### src/hw/hcsc_pkg.sv
// package: constants, register map and types of the hub clock and strap block
package hcsc_pkg;

  // system clock
  localparam int CLK_HZ = 50_000_000;
  localparam int CLK_MHZ = CLK_HZ / 1_000_000;

  // clock plan of the hub core
  localparam int XTAL_MHZ = 6;
  localparam int CORE_CLK_MHZ = 48;
  localparam int BIT_CLK_MHZ = 12;
  localparam int BIT_DIV = CORE_CLK_MHZ / BIT_CLK_MHZ;
  localparam logic [3:0] PLL_MULT = 4'(CORE_CLK_MHZ / XTAL_MHZ);

  // overcurrent filter: least time, rounded up to whole cycles
  localparam int OC_FILTER_NS = 1000;
  localparam int OC_FILTER_CYC = (OC_FILTER_NS * CLK_MHZ + 999) / 1000;

  // cycles spent in the settle state before straps are captured
  localparam int SETTLE_CYC = 4;

  localparam int NPORTS = 4;

  // register byte offsets
  localparam logic [7:0] REG_CTRL = 8'h00;
  localparam logic [7:0] REG_EE = 8'h04;
  localparam logic [7:0] REG_STATUS = 8'h08;
  localparam logic [7:0] REG_OC_CLR = 8'h0C;

  // reset values
  localparam logic [3:0] CTRL_RST = 4'h0;
  localparam logic [2:0] EE_RST = 3'h0;

  // eeprom register fields
  localparam int EE_SCK_BIT = 0;
  localparam int EE_SDA_OUT_BIT = 1;
  localparam int EE_SDA_OE_BIT = 2;
  localparam int EE_SDA_IN_BIT = 3;

  // status register fields
  localparam int ST_CLK_DIRECT = 0;
  localparam int ST_BUS_PWR = 1;
  localparam int ST_EE_DIS = 2;
  localparam int ST_GANG = 3;
  localparam int ST_RUN = 4;
  localparam int ST_OC_LSB = 8;
  localparam int ST_LATCH_LSB = 12;

  // decoded strap settings, held from capture until next reset
  typedef struct packed {
    logic clk_direct;
    logic bus_powered;
    logic ee_disable;
    logic ganged;
  } hcsc_cfg_t;

  // software-driven eeprom pin controls
  typedef struct packed {
    logic sda_oe;
    logic sda_out;
    logic sck;
  } hcsc_ee_t;

  // strap capture sequence, gray along the path
  typedef enum logic [1:0] {
    S_IDLE = 2'b00,
    S_SETTLE = 2'b01,
    S_RUN = 2'b11
  } hcsc_state_t;

endpackage : hcsc_pkg

### src/hw/hcsc_oc_filter.sv
// overcurrent noise filter: output follows input only after it stands still
`timescale 1ns/1ns
`default_nettype none
module hcsc_oc_filter
  import hcsc_pkg::*;
(
  input wire logic clk_i,
  input wire logic rst_i,
  input wire logic level_i,
  output logic filt_o
);

  logic [7:0] cnt_q; // cycles the input has differed from the output
  logic [7:0] cnt_d;
  logic filt_q;
  logic filt_d;

  ////////////////////////////////////////////////////////////////////////////
  // a spike shorter than the filter time never reaches the output
  always_comb
  begin
    cnt_d = 8'h00;
    filt_d = filt_q;
    if (level_i != filt_q)
    begin
      if (cnt_q == 8'(OC_FILTER_CYC - 1))
        filt_d = level_i;
      else
        cnt_d = cnt_q + 8'h01;
    end
  end

  always_ff @(posedge clk_i)
  begin
    if (rst_i)
    begin
      cnt_q <= 8'h00;
      filt_q <= 1'b0;
    end
    else
    begin
      cnt_q <= cnt_d;
      filt_q <= filt_d;
    end
  end

  assign filt_o = filt_q;

endmodule : hcsc_oc_filter
`default_nettype wire

### src/hw/hcsc_top.sv
// top: strap capture, clock source control, eeprom pins, port power, wishbone
// Contract
// - strap low: core runs from analog pll
// - strap high: direct clock, pll off and bypassed
// - strap high: crystal oscillator stays powered down
// - crystal mode: 48 MHz core, 12 MHz bit clock
// - bus power strap high bus, low self
// - memory disable high: eeprom clock not driven
// - eeprom disabled: shared pin is gang strap
// - memory disable low: clock driven, pulldown enabled
// - memory disable low: shared pin is eeprom data
// - ganged: ports switch and trip together
// - overcurrent inputs active low and filtered
`timescale 1ns/1ns
`default_nettype none
module hcsc_top
  import hcsc_pkg::*;
(
  input wire logic clk_i,
  input wire logic rst_i,
  input wire logic wb_cyc_i,
  input wire logic wb_stb_i,
  input wire logic wb_we_i,
  input wire logic [7:0] wb_adr_i,
  input wire logic [3:0] wb_sel_i,
  input wire logic [31:0] wb_dat_i,
  output logic [31:0] wb_dat_o,
  output logic wb_ack_o,
  input wire logic clock_source_select_i,
  input wire logic bus_power_strap_i,
  input wire logic external_memory_disable_i,
  input wire logic eeprom_data_or_gang_strap_i,
  input wire logic [NPORTS-1:0] port_overcurrent_n_i,
  output logic core_clk_sel_o,
  output logic pll_power_down_o,
  output logic pll_bypass_o,
  output logic osc_power_down_o,
  output logic [3:0] pll_mult_o,
  output logic bit_clk_en_o,
  output logic bus_powered_o,
  output logic eeprom_serial_clock_o,
  output logic eeprom_serial_clock_oe_o,
  output logic eeprom_data_o,
  output logic eeprom_data_oe_o,
  output logic eeprom_pulldown_en_o,
  output logic [NPORTS-1:0] port_power_enable_n_o
);

  ////////////////////////////////////////////////////////////////////////////
  // pin synchronisers: straps, shared data pin, overcurrent pins
  localparam int SW = 4 + NPORTS;
  logic [SW-1:0] meta_q; // first stage, read only by the second
  logic [SW-1:0] sync_q; // second stage
  logic [SW-1:0] pins_w;
  assign pins_w = {~port_overcurrent_n_i, eeprom_data_or_gang_strap_i,
                   external_memory_disable_i, bus_power_strap_i, clock_source_select_i};

  always_ff @(posedge clk_i)
  begin
    if (rst_i)
    begin
      meta_q <= '0;
      sync_q <= '0;
    end
    else
    begin
      meta_q <= pins_w;
      sync_q <= meta_q;
    end
  end

  logic [NPORTS-1:0] oc_act_w; // overcurrent, now active high
  assign oc_act_w = sync_q[SW-1:4];

  ////////////////////////////////////////////////////////////////////////////
  // overcurrent filters, one per port
  logic [NPORTS-1:0] oc_filt_w;
  for (genvar p = 0; p < NPORTS; p++)
  begin : g_oc
    hcsc_oc_filter u_filt (
      .clk_i(clk_i),
      .rst_i(rst_i),
      .level_i(oc_act_w[p]),
      .filt_o(oc_filt_w[p])
    );
  end

  ////////////////////////////////////////////////////////////////////////////
  // strap capture sequence; settings frozen once captured
  hcsc_state_t state_q;
  hcsc_state_t state_d;
  logic [2:0] settle_q; // waits out the synchroniser fill
  logic [2:0] settle_d;
  hcsc_cfg_t cfg_q;
  hcsc_cfg_t cfg_d;

  always_comb
  begin
    state_d = state_q;
    settle_d = settle_q;
    cfg_d = cfg_q;
    case (state_q)
      S_IDLE: state_d = S_SETTLE;
      S_SETTLE:
      begin
        settle_d = settle_q + 3'h1;
        if (settle_q == 3'(SETTLE_CYC - 1))
        begin
          // strap changes later are ignored on purpose
          cfg_d.clk_direct = sync_q[0];
          cfg_d.bus_powered = sync_q[1];
          cfg_d.ee_disable = sync_q[2];
          cfg_d.ganged = sync_q[2] & sync_q[3];
          state_d = S_RUN;
        end
      end
      S_RUN: state_d = S_RUN;
      default: state_d = S_IDLE;
    endcase
  end

  always_ff @(posedge clk_i)
  begin
    if (rst_i)
    begin
      state_q <= S_IDLE;
      settle_q <= 3'h0;
      cfg_q <= '0;
    end
    else
    begin
      state_q <= state_d;
      settle_q <= settle_d;
      cfg_q <= cfg_d;
    end
  end

  logic run_w;
  assign run_w = (state_q == S_RUN);

  ////////////////////////////////////////////////////////////////////////////
  // wishbone slave registers; ack one cycle after the strobe, writes land on the ack edge
  logic [3:0] ctrl_q; // per-port power requests
  logic [3:0] ctrl_d;
  hcsc_ee_t ee_q;
  hcsc_ee_t ee_d;
  logic [NPORTS-1:0] latch_q; // sticky overcurrent trips
  logic [NPORTS-1:0] latch_d;
  logic ack_d;
  logic [31:0] dat_d;
  logic wr_w;
  logic [NPORTS-1:0] trip_w;
  assign wr_w = wb_cyc_i & wb_stb_i & wb_we_i & wb_ack_o & wb_sel_i[0];

  // ganged mode lets any filtered trip kill every port
  function automatic logic [NPORTS-1:0] spread(input logic gang, input logic [NPORTS-1:0] v);
    spread = gang ? {NPORTS{|v}} : v;
  endfunction : spread

  assign trip_w = run_w ? spread(cfg_q.ganged, oc_filt_w) : '0;

  always_comb
  begin
    ctrl_d = ctrl_q;
    ee_d = ee_q;
    latch_d = latch_q;
    ack_d = wb_cyc_i & wb_stb_i & ~wb_ack_o;
    dat_d = 32'h0000_0000;
    if (wr_w && wb_adr_i == REG_CTRL)
      ctrl_d = wb_dat_i[3:0];
    else if (wr_w && wb_adr_i == REG_EE)
      ee_d = wb_dat_i[2:0];
    else if (wr_w && wb_adr_i == REG_OC_CLR)
      latch_d = latch_q & ~spread(cfg_q.ganged, wb_dat_i[NPORTS-1:0]);
    // a trip in the clearing cycle still sticks
    latch_d = latch_d | trip_w;
    if (ack_d && !wb_we_i)
    begin
      if (wb_adr_i == REG_CTRL)
        dat_d[3:0] = ctrl_q;
      else if (wb_adr_i == REG_EE)
      begin
        dat_d[2:0] = ee_q;
        dat_d[EE_SDA_IN_BIT] = sync_q[3];
      end
      else if (wb_adr_i == REG_STATUS)
      begin
        dat_d[ST_CLK_DIRECT] = cfg_q.clk_direct;
        dat_d[ST_BUS_PWR] = cfg_q.bus_powered;
        dat_d[ST_EE_DIS] = cfg_q.ee_disable;
        dat_d[ST_GANG] = cfg_q.ganged;
        dat_d[ST_RUN] = run_w;
        dat_d[ST_OC_LSB +: NPORTS] = oc_filt_w;
        dat_d[ST_LATCH_LSB +: NPORTS] = latch_q;
      end
      else if (wb_adr_i == REG_OC_CLR)
        dat_d[NPORTS-1:0] = latch_q;
      // unmapped addresses read as zero
    end
  end

  always_ff @(posedge clk_i)
  begin
    if (rst_i)
    begin
      ctrl_q <= CTRL_RST;
      ee_q <= EE_RST;
      latch_q <= '0;
      wb_ack_o <= 1'b0;
      wb_dat_o <= 32'h0000_0000;
    end
    else
    begin
      ctrl_q <= ctrl_d;
      ee_q <= ee_d;
      latch_q <= latch_d;
      wb_ack_o <= ack_d;
      wb_dat_o <= dat_d;
    end
  end

  ////////////////////////////////////////////////////////////////////////////
  // pin and clock-control outputs, all registered
  logic [1:0] bit_cnt_q; // 48 to 12 divider
  logic [1:0] bit_cnt_d;
  logic [NPORTS-1:0] pwr_req_w;
  assign pwr_req_w = cfg_q.ganged ? {NPORTS{ctrl_q[0]}} : ctrl_q;

  always_comb
  begin
    bit_cnt_d = run_w ? bit_cnt_q + 2'h1 : 2'h0;
    if (run_w && bit_cnt_q == 2'(BIT_DIV - 1))
      bit_cnt_d = 2'h0;
  end

  always_ff @(posedge clk_i)
  begin
    if (rst_i)
    begin
      bit_cnt_q <= 2'h0;
      core_clk_sel_o <= 1'b0;
      pll_power_down_o <= 1'b0;
      pll_bypass_o <= 1'b0;
      osc_power_down_o <= 1'b0;
      pll_mult_o <= PLL_MULT;
      bit_clk_en_o <= 1'b0;
      bus_powered_o <= 1'b0;
      eeprom_serial_clock_o <= 1'b0;
      eeprom_serial_clock_oe_o <= 1'b0;
      eeprom_data_o <= 1'b0;
      eeprom_data_oe_o <= 1'b0;
      eeprom_pulldown_en_o <= 1'b0;
      port_power_enable_n_o <= '1;
    end
    else
    begin
      bit_cnt_q <= bit_cnt_d;
      core_clk_sel_o <= run_w & cfg_q.clk_direct;
      pll_power_down_o <= run_w & cfg_q.clk_direct;
      pll_bypass_o <= run_w & cfg_q.clk_direct;
      osc_power_down_o <= run_w & cfg_q.clk_direct;
      pll_mult_o <= PLL_MULT;
      bit_clk_en_o <= run_w && bit_cnt_q == 2'(BIT_DIV - 1);
      bus_powered_o <= cfg_q.bus_powered;
      eeprom_serial_clock_o <= ee_q.sck;
      eeprom_serial_clock_oe_o <= run_w & ~cfg_q.ee_disable;
      eeprom_data_o <= ee_q.sda_out;
      eeprom_data_oe_o <= run_w & ~cfg_q.ee_disable & ee_q.sda_oe;
      eeprom_pulldown_en_o <= ~(run_w & cfg_q.ee_disable);
      port_power_enable_n_o <= ~(pwr_req_w & ~latch_d & {NPORTS{run_w}});
    end
  end
endmodule : hcsc_top
`default_nettype wire

### config.mk
export PLATFORM = sky130hd
export DESIGN_NAME = hcsc_top
export DESIGN_NICKNAME = d
export VERILOG_FILES = /design/src/hw/hcsc_pkg.sv /design/src/hw/hcsc_oc_filter.sv /design/src/hw/hcsc_top.sv
export SDC_FILE = /design/constraint.sdc
export NUM_CORES = 1
export LEC_CHECK = 0
export ABC_AREA = 1
export BUFFER_PORTS_ARGS = -buffer_cell sky130_fd_sc_hd__buf_2
export CAP_MARGIN = 20
export CORE_MARGIN = 2
export CORE_UTILIZATION = 55
export DETAILED_ROUTE_END_ITERATION = 7
export PLACE_DENSITY_LB_ADDON = 0.12
export SLEW_MARGIN = 30
export SYNTH_ARGS = -nofsm -noshare
export SYNTH_HDL_FRONTEND = slang
export SYNTH_SLANG_ARGS = --single-unit
### constraint.sdc
create_clock -name clk_i -period 2.13 [get_ports clk_i]
set_input_delay 0.3195 -clock clk_i [delete_from_list [all_inputs] [get_ports clk_i]]
set_output_delay 0.3195 -clock clk_i [all_outputs]
set_load 0.01 [all_outputs]
==> results.py, run 1 <==
metrics = {
    "finish": {
        "layout_common_cells": "sky130_fd_sc_hd__dfxtp_1, sky130_fd_sc_hd__nor2_1, sky130_fd_sc_hd__inv_1",
        "mostFrequentLayoutCell": "sky130_fd_sc_hd__dfxtp_1",
        "area_growth_syn_to_layout_pct": 10.3,
        "drive_above_1_share_pct": 16.7,
        "antenna_cells": 0,
        "final_layout_net_count": 645,
    },
    "clocking": {
        "cts_tree": "done",
        "cts-root-to-sink-buffers": 2,
        "cts_hold_repair.buffers": 0,
        "clock_buffers_created_by_tritoncts": 9,
        "cts.reportedPaths.clkPinSlew_ns": 0.09,
        "clock_sink_count": 100,
        "cts_setup_buffers": 0,
        "htreeDepth": 3,
        "cts_repair_resize_count": 0,
        "clk-insertion-delay-late_ns": 0.36,
        "clock_tree.root_cell": "sky130_fd_sc_hd__clkbuf_8",
    },
    "logic_synthesis": {
        "synth_flop_cell": "sky130_fd_sc_hd__dfxtp_1",
        "mappedNetlistArea_um2": 4140,
        "avgSynthCellArea_um2": 7.93,
        "count_of_flip_flops_with_a_built_in_enable_after_synthesis": 0,
        "synth.top_cells.by_area": "sky130_fd_sc_hd__dfxtp_1, sky130_fd_sc_hd__nor2_1, sky130_fd_sc_hd__inv_1",
        "netlist.area_leader.share_pct": 48.4,
        "seq_area_frac_synth_pct": 48.4,
        "synth-seq-cells": 100,
        "synth-async-reset-ratio_pct": 0,
        "synthesized_instance_count": 522,
        "ys_warns": 0,
        "synth_top_area_cell": "sky130_fd_sc_hd__dfxtp_1",
        "synthDistinctLibCells": 34,
    },
    "worst_setup_path": {
        "cp-end-kind": "flop",
        "cp.arrival_ns": 1.55,
        "regToRegStartpoint": "state_q[1]",
        "critPathKind": "flop to flop",
        "required_ns": 2.35,
        "reg2reg_to": "port_power_enable_n_o[0]",
        "crit_path_max_fanout": 5,
        "worst_setup_path_start_kind": "flop",
        "rrSetupSlack_ns": 0.81,
        "worstRegToRegCells": 5,
        "critPathLaunch": "state_q[1]",
        "cp-endpoint": "port_power_enable_n_o[0]",
    },
    "place": {
        "last_weighted_congestion_value_of_the_routability_driven_placer": 0.815,
        "io_buffers": 54,
        "detailed_place_hpwl_um": 5410,
    },
    "floorplan": {
        "placementRows": 31,
        "die-height_um": 90.8,
        "coreArea_um2": 7250,
        "num_io_pins": 109,
        "die_w_um": 90.8,
        "initial_core_utilization_pct": 57.1,
        "die_area_um2": 8240,
    },
    "pwr": {
        "p_total_w": 0.00313,
        "power.share.combinational_pct": 4.5,
        "swShare_pct": 23.4,
        "power_report.internal_total_w": 0.00239,
        "power.share.sequential_pct": 61.0,
        "power.density_nw_per_um2": 685,
        "power_frac_clock_pct": 34.5,
        "leakagePower_nw": 2.02,
        "max-vdd-ir-drop_v": 0.000402,
        "power_switching_w": 0.000732,
    },
    "global_route": {
        "grt_antenna_before_repair": 0,
        "pin_count_of_the_biggest_net_entering_global_routing": 23,
        "global_route_wire_length_before_repair_um": 12300,
        "grt_util_all_layers_pct": 18.5,
        "grt-ovfl-total": 0,
        "grt_pass1_vias": 2937,
    },
    "sta": {
        "finClkSkew_ns": 0.0106,
        "max_fclk_mhz": 755,
        "timing.setup.tns_ns": 0,
        "finalWorstPathRequiredPeriod_ns": 1.32,
        "rsz_0062_raised_after_global_routing": "false",
        "finalMaxSlewViolations": 0,
        "hold_viol_final": 0,
        "final_min_period_over_clock_period_pct": 62.2,
        "final-setup-viol-count": 0,
    },
    "detailed_routing": {
        "drt_pre_antenna_iters": 4,
        "remaining_drc_errors": 0,
        "drt_first_iter_violations": 140,
        "avgViaCountPerCell": 4.68,
        "routed_wl_um": 7130,
        "routed_wire_length_per_instance_um": 10.5,
        "dr_total_vias": 3181,
        "count_of_nets_left_with_antenna_violations_after_detail_routing": 0,
    },
    "min_path": {
        "hold_path_class": "input port to flop",
        "hold-path-cell-count": 2,
    },
    "outcome": {
        "status": "complete, no violations",
    },
    "flow_run": {
        "max_cap_violations": 0,
    },
}
## how the worst min path moves through the flow
stage	startpoint	end
3_3_place_gp	meta_q[5]	sync_q[5]
5_1_grt	port_overcurrent_n_i[1]	meta_q[5]
4_1_cts	port_overcurrent_n_i[1]	meta_q[5]
6_report	port_overcurrent_n_i[1]	meta_q[5]
2_1_floorplan	port_overcurrent_n_i[3]	meta_q[7]
3_5_place_dp	meta_q[1]	sync_q[1]
## Yosys cell counts, types with 2 or more instances
library cell and instances:
sky130_fd_sc_hd__dfxtp_1 100, sky130_fd_sc_hd__xnor2_1 4, sky130_fd_sc_hd__nor2_4 3, sky130_fd_sc_hd__inv_2 4, sky130_fd_sc_hd__nor2_2 5, sky130_fd_sc_hd__ha_1 11, sky130_fd_sc_hd__nand3b_1 4, sky130_fd_sc_hd__o21ai_0 30
sky130_fd_sc_hd__clkbuf_1 2, sky130_fd_sc_hd__nand2_1 64, sky130_fd_sc_hd__a21oi_1 33, sky130_fd_sc_hd__buf_2 3, sky130_fd_sc_hd__nor2_1 87, sky130_fd_sc_hd__nand2_2 4, sky130_fd_sc_hd__or2_2 3, sky130_fd_sc_hd__nand3_1 27
sky130_fd_sc_hd__inv_1 75, sky130_fd_sc_hd__nor3_2 4, sky130_fd_sc_hd__nor3_1 8, sky130_fd_sc_hd__nand4_1 5, sky130_fd_sc_hd__xor2_1 6, sky130_fd_sc_hd__conb_1 2, sky130_fd_sc_hd__nor3b_1 2, sky130_fd_sc_hd__buf_4 26
## registers in the layout (all words and copies together), names as in the netlist, 2 cells and up
register               cells
sync_q                     8
ctrl_q                     4
g_oc.u_filt.cnt_q         32
bit_cnt_q                  2
cfg_q                      4
latch_q                    4
port_power_enable_n_o      4
meta_q                     8
wb_dat_o                  13
settle_q                   3
g_oc.u_filt.filt_o         4
ee_q                       3
state_q                    2
## layer usage
layer  wire, µm  up-vias  part of all wire [%]  global-route usage (%)
li1           -     1689                     -                       -
met1       3370     1422                    47                    22.0
met2       3350       61                    47                    32.2
met3        307        9                   4.3                    4.59
met4        107        0                   1.5                    6.67
met5          0        -                     0                       0
## area by class of cell
class                      instances  area [µm²]
clock buffer                      10         138
fill                             679        2690
tap                               99         124
inverter                          79         297
timing repair buffer              55         278
multi-input combinational        332        1690
clock inverter                     5        37.5
sequential                       100        2000
## critical path, stage by stage (launching register included)
cell	delay (ns)
sky130_fd_sc_hd__dfxtp_1	0.40
sky130_fd_sc_hd__nand2_1	0.11
sky130_fd_sc_hd__nor2_1	0.33
sky130_fd_sc_hd__inv_2	0.12
sky130_fd_sc_hd__nor2_1	0.12
sky130_fd_sc_hd__nand3_1	0.12
## through the flow
stage	cell area [µm²]	utilization (%)	setup WS (ns)	cells	hold WS (ns)
finish	4570	63.0	0.805	680	0.109
global route	4570	63.0	0.628	680	0.0988
CTS	4570	63.0	0.804	680	0.0940
detailed placement	4390	60.5	0.615	665	0.394
global placement	4390	60.5	0.679	665	0.392
floorplan	4220	-	0.995	543	0.386
## cell families after synthesis
family                     synth area share [%]
DFF                                        48.4
AOI/OAI and AO/OA                          8.34
adders and majority gates                  3.32
buffers and inverters                      12.7
xor gates and xnor gates                   2.12
other                                     0.181
and+or+nand+nor                            25.0
## power groups by stage
stage / combinational (W) / sequential [W] / clock [W]
after floorplan: 0.000128 / 0.00195 / 0
after global placement: 0.000139 / 0.00195 / 0
after detailed placement: 0.000141 / 0.00195 / 0
after CTS: 0.000142 / 0.00191 / 0.00111
after global routing: 0.000164 / 0.00191 / 0.00120
final: 0.000142 / 0.00191 / 0.00108
Power figures use the tool's default switching activity.
==> run 2: changes to the inputs <==
- CORE_UTILIZATION: 55 -> 47
- clock period: 2.13 -> 1.2 ns (I/O delays scaled with it)
==> results.py, run 2 (synthesized netlist as in run 1, its figures left out) <==
metrics = {
    "outcome": {
        "status": "complete, no violations",
    },
    "min_path": {
        "hold_path_class": "input port to flop",
        "whs_endpoint": "meta_q[1]",
        "hold-path-cell-count": 3,
        "hp-start": "bus_power_strap_i",
    },
    "global_route": {
        "pin_count_of_the_biggest_net_entering_global_routing": 24,
        "gr-max-usage-layer": "met2",
        "grt_antenna_before_repair": 0,
        "grt_util_met2_pct": 26.6,
        "global_route_wire_length_before_repair_um": 12900,
        "grt_util_all_layers_pct": 16.3,
        "grt-ovfl-total": 0,
        "grt_use_met3_pct": 3.01,
        "grt.met1_usage_pct": 21.1,
        "grt_pass1_vias": 2964,
    },
    "sta": {
        "finClkSkew_ns": 0.00776,
        "hold_viol_final": 0,
        "max_fclk_mhz": 867,
        "final-setup-viol-count": 0,
        "finalMaxSlewViolations": 0,
        "max_slew.worst_pin.slew_ns": 0.513,
        "final_min_period_over_clock_period_pct": 96.1,
        "max_transition_margin_pct": 65.8,
        "rsz_0062_raised_after_global_routing": "true",
        "post-route-worst-setup-slack_ns": 0.0467,
        "finalWorstPathRequiredPeriod_ns": 1.15,
        "timing.setup.tns_ns": 0,
    },
    "finish": {
        "layout_common_cells": "sky130_fd_sc_hd__dfxtp_1, sky130_fd_sc_hd__nor2_1, sky130_fd_sc_hd__inv_1",
        "largest_register_ffs": 32,
        "antenna_cells": 0,
        "drive_above_1_share_pct": 26.8,
        "reg_top3": "g_oc.u_filt.cnt_q (32), wb_dat_o (13)",
        "area_growth_syn_to_layout_pct": 20.2,
        "top_register_by_number_of_flip_flops": "g_oc.u_filt.cnt_q",
        "mostFrequentLayoutCell": "sky130_fd_sc_hd__dfxtp_1",
        "final_layout_net_count": 670,
        "nFillCells": 837,
    },
    "worst_setup_path": {
        "reg2reg_to": "g_oc[1].u_filt.cnt_q[6]",
        "cp.arrival_ns": 1.45,
        "crit_path_max_fanout": 7,
        "regToRegStartpoint": "g_oc[1].u_filt.cnt_q[1]",
        "required_ns": 1.50,
        "worst_setup_path_start_kind": "flop",
        "cp-end-kind": "flop",
        "slowest_delay_ns": 0.35,
        "critPathKind": "flop to flop",
        "crit_path_top_delay_cell": "sky130_fd_sc_hd__dfxtp_2",
        "rrSetupSlack_ns": 0.05,
        "worstRegToRegCells": 7,
        "critical_path.most_common_cell": "sky130_fd_sc_hd__inv_1",
        "path_cells": "inv_1, ha_1, nand4_1, nand2_2, a21oi_1, o21ai_0, inv_1",
    },
    "detailed_routing": {
        "drt_pre_antenna_iters": 5,
        "count_of_nets_left_with_antenna_violations_after_detail_routing": 0,
        "dr_total_vias": 3311,
        "remaining_drc_errors": 0,
        "avgViaCountPerCell": 4.65,
        "drt_first_iter_violations": 131,
        "routed_wl_um": 7660,
        "routed_wire_length_per_instance_um": 10.8,
    },
    "floorplan": {
        "die_w_um": 97.9,
        "coreArea_um2": 8640,
        "placementRows": 34,
        "die-height_um": 97.9,
        "initial_core_utilization_pct": 47.9,
        "num_io_pins": 109,
        "die_area_um2": 9580,
    },
    "clocking": {
        "clock_buffers_created_by_tritoncts": 9,
        "clock_tree.root_cell": "sky130_fd_sc_hd__clkbuf_8",
        "cts_tree": "done",
        "cts-root-to-sink-buffers": 2,
        "clock_sink_count": 100,
        "cts.reportedPaths.clkPinSlew_ns": 0.09,
        "htreeDepth": 3,
        "clk-insertion-delay-late_ns": 0.35,
    },
    "flow_run": {
        "max_cap_violations": 0,
    },
    "place": {
        "last_weighted_congestion_value_of_the_routability_driven_placer": 0.814,
        "detailed_place_hpwl_um": 5680,
        "io_buffers": 54,
        "dpl_worst_slack_ns": -0.0637,
    },
    "pwr": {
        "power.density_nw_per_um2": 1200,
        "leakagePower_nw": 2.22,
        "max-vdd-ir-drop_v": 0.000731,
        "p_total_w": 0.00597,
    },
}
run 2: power by group:
part           switching [W]  internal (W)  leakage (nW)
registers          0.0000243       0.00336         0.820
clock network        0.00104       0.00126         0.107
logic               0.000182      0.000106          1.29
run 2: area by class of cell:
| class | count | area (µm²) | share of cell area (%) |
|---|---|---|---|
| sequential | 100 | 2030 | 40.8 |
| multi-input combinational | 332 | 1820 | 36.6 |
| timing repair buffer | 80 | 475 | 9.55 |
| inverter | 79 | 302 | 6.06 |
| clock buffer | 11 | 151 | 3.04 |
| tap | 108 | 135 | 2.71 |
| clock inverter | 2 | 60.1 | 1.21 |
run 2: repair_timing:
action,in CTS,in global routing
pin swaps,3,13
hold endpoints to repair,4,0
setup buffers,1,3
resized for setup,4,66
hold buffers,4,0
setup endpoints to repair,17,55
run 2: worst max-delay path by stage:
stage,start,endpoint,slack (ns),cells after the start
after floorplan,g_oc[3].u_filt.cnt_q[0],g_oc[3].u_filt.cnt_q[4],0.07,6
after global placement,rst_i,wb_dat_o[9],-0.09,4
after detailed placement,rst_i,wb_dat_o[9],-0.06,4
after CTS,g_oc[1].u_filt.cnt_q[1],g_oc[1].u_filt.cnt_q[6],0.003,7
after global routing,g_oc[3].u_filt.cnt_q[0],g_oc[3].u_filt.cnt_q[6],-0.06,8
final,g_oc[1].u_filt.cnt_q[1],g_oc[1].u_filt.cnt_q[6],0.05,7
run 2: stage by stage:
stage / utilization (%) / area, µm² / instances / hold slack [ns]
2_1_floorplan: - / 4220 / 543 / 0.247
3_3_place_gp: 52.5 / 4530 / 691 / 0.340
3_5_place_dp: 52.5 / 4530 / 691 / 0.340
4_1_cts: 55.5 / 4800 / 709 / 0.0103
5_1_grt: 57.6 / 4980 / 712 / 0.0129
6_report: 57.6 / 4980 / 712 / 0.0296
run 2: metal layers:
metal / up-vias / part of all wire, %
met5: - / 0
li1: 1744 / -
met3: 8 / 4.2
met1: 1492 / 47
met4: 0 / 1.2
met2: 67 / 47
run 2: critical path: cells and delay by family (launching register included):
family | cells | cell delay, ns
flip-flops | 1 | 0.35
AND/OR/NAND/NOR | 2 | 0.27
AO/OA/AOI/OAI | 2 | 0.22
adder cells (fa/ha/maj) | 1 | 0.17
buffers and inverters | 2 | 0.09
==> run 3: changes to the inputs <==
--- a/config.mk
+++ b/config.mk
@@ -11,3 +11,3 @@
 export CORE_MARGIN = 2
-export CORE_UTILIZATION = 47
+export CORE_UTILIZATION = 35
 export DETAILED_ROUTE_END_ITERATION = 7
--- a/constraint.sdc
+++ b/constraint.sdc
@@ -3,2 +3,2 @@
 set_output_delay 0.18 -clock clk_i [all_outputs]
-set_load 0.01 [all_outputs]
+set_load 0.005 [all_outputs]
==> results.py, run 3 (synthesized netlist as in run 1, its figures left out) <==
metrics = {
    "pwr": {
        "leakagePower_nw": 2.31,
        "max-vdd-ir-drop_v": 0.000729,
        "p_total_w": 0.00694,
        "power.density_nw_per_um2": 1320,
    },
    "clocking": {
        "clock_sink_count": 100,
        "clk-insertion-delay-late_ns": 0.34,
        "htreeDepth": 3,
        "cts-root-to-sink-buffers": 2,
        "cts_tree": "done",
        "clock_buffers_created_by_tritoncts": 9,
        "clock_tree.root_cell": "sky130_fd_sc_hd__clkbuf_16",
        "cts.reportedPaths.clkPinSlew_ns": 0.07,
    },
    "worst_setup_path": {
        "critPathKind": "flop to flop",
        "crit_path_max_fanout": 5,
        "worst_setup_path_start_kind": "flop",
        "cp-end-kind": "flop",
        "regToRegStartpoint": "g_oc[3].u_filt.cnt_q[3]",
        "cp.arrival_ns": 1.40,
        "rrSetupSlack_ns": 0.03,
        "required_ns": 1.43,
        "critPathLaunch": "g_oc[3].u_filt.cnt_q[3]",
    },
    "outcome": {
        "status": "complete, no violations",
    },
    "sta": {
        "rsz_0062_raised_after_global_routing": "true",
        "max_fclk_mhz": 857,
        "max_slew.worst_pin.slew_ns": 0.526,
        "timing.setup.tns_ns": 0,
        "hold_viol_final": 0,
        "final-setup-viol-count": 0,
        "finalMaxSlewViolations": 0,
        "finalWorstPathRequiredPeriod_ns": 1.17,
        "max_transition_margin_pct": 64.9,
        "finClkSkew_ns": 0.00761,
        "final_min_period_over_clock_period_pct": 97.2,
    },
    "detailed_routing": {
        "count_of_nets_left_with_antenna_violations_after_detail_routing": 0,
        "routed_wl_um": 8310,
        "remaining_drc_errors": 0,
        "routed_wire_length_per_instance_um": 11.0,
        "avgViaCountPerCell": 4.35,
        "dr_total_vias": 3290,
        "drt_pre_antenna_iters": 4,
        "drt_first_iter_violations": 80,
    },
    "global_route": {
        "grt_pass1_vias": 3006,
        "grt_util_all_layers_pct": 13.5,
        "global_route_wire_length_before_repair_um": 13600,
        "pin_count_of_the_biggest_net_entering_global_routing": 18,
        "grt-ovfl-total": 0,
        "grt_antenna_before_repair": 0,
    },
    "floorplan": {
        "coreArea_um2": 11500,
        "placementRows": 39,
        "die_w_um": 113,
        "initial_core_utilization_pct": 36.1,
        "die_area_um2": 12700,
        "num_io_pins": 109,
        "die-height_um": 113,
    },
    "finish": {
        "final_util_pct": 45.8,
        "antenna_cells": 0,
        "mostFrequentLayoutCell": "sky130_fd_sc_hd__dfxtp_1",
        "largest_register_ffs": 32,
        "area_growth_syn_to_layout_pct": 27.0,
        "top_register_by_number_of_flip_flops": "g_oc.u_filt.cnt_q",
        "nFillCells": 1163,
        "multiInputGateArea_um2": 1880,
        "final-seq-area_um2": 2040,
        "final_layout_net_count": 676,
        "drive_above_1_share_pct": 29.2,
        "final_cells": 756,
        "layout_common_cells": "sky130_fd_sc_hd__dfxtp_1, sky130_fd_sc_hd__nor2_1, sky130_fd_sc_hd__inv_1",
        "reg_top3": "g_oc.u_filt.cnt_q (32), wb_dat_o (13)",
    },
    "flow_run": {
        "max_cap_violations": 0,
    },
    "place": {
        "place_inst": 733,
        "last_weighted_congestion_value_of_the_routability_driven_placer": 0.824,
        "io_buffers": 54,
        "detailed_place_hpwl_um": 6200,
    },
    "min_path": {
        "hold_path_class": "input port to flop",
        "hp-start": "bus_power_strap_i",
    },
}
[run 3: cell count changes in the layout (fill, tap and decap cells not counted), sizes merged]
cell,change
buf,+6
clkinvlp,+3
bufinv,+1
clkbuf,-1
[run 3: what timing repair did]
item                                    4_1_cts  5_1_grt
endpoints found under the setup margin        9       40
hold buffers                                  4        0
hold endpoints to repair                      4        0
pin swaps                                     1       15
setup buffers                                 0        3
cloned                                        0        0
gates resized for setup                       6       85
[run 3: layout make-up]
cell class,instances,area share (%)
multi-input cells,332,35.7
repair buffers,86,9.90
inverters,79,5.74
well taps,143,3.40
clock buffers,10,4.36
clock inverters,6,2.14
flip-flops and latches,100,38.7
[run 3: path summary, 6_finish.rpt]
check | endpoint | cells after the start
setup / recovery | g_oc[3].u_filt.cnt_q[2] | 5
hold / removal | meta_q[1] | 3
setup reg to reg | g_oc[3].u_filt.cnt_q[2] | 5
hold reg to reg | sync_q[1] | 2
[run 3: through the flow]
step	hold slack, ns	worst slack [ns]	cell area (µm²)
6_report	0.0432	0.0338	5260
5_1_grt	0.0471	-0.0508	5260
4_1_cts	0.0304	0.00754	5030
3_5_place_dp	0.342	-0.0266	4630
3_3_place_gp	0.338	-0.00301	4630
2_1_floorplan	0.247	0.0653	4220
[run 3: power by group]
| part | switching (W) | total [W] | internal (W) |
|---|---|---|---|
| clock | 0.00123 | 0.00327 | 0.00204 |
| sequential | 0.0000234 | 0.00338 | 0.00336 |
| combinational | 0.000174 | 0.000290 | 0.000116 |
| total | 0.00143 | 0.00694 | 0.00551 |
[run 3: critical path, cell delays in order, from the launching register on]
cell	delay [ns]
sky130_fd_sc_hd__dfxtp_2	0.34
sky130_fd_sc_hd__or2_4	0.24
sky130_fd_sc_hd__nor3_4	0.25
sky130_fd_sc_hd__nor2_4	0.09
sky130_fd_sc_hd__inv_4	0.09
sky130_fd_sc_hd__nor3_2	0.05
[run 3: routing by layer]
layer | GRT usage (%) | share of wire, % | vias up
met3 | 5.14 | 4.1 | 10
met5 | 0 | 0 | -
li1 | - | - | 1758
met2 | 22.4 | 48 | 57
met1 | 16.2 | 47 | 1465
met4 | 4.23 | 1.3 | 0
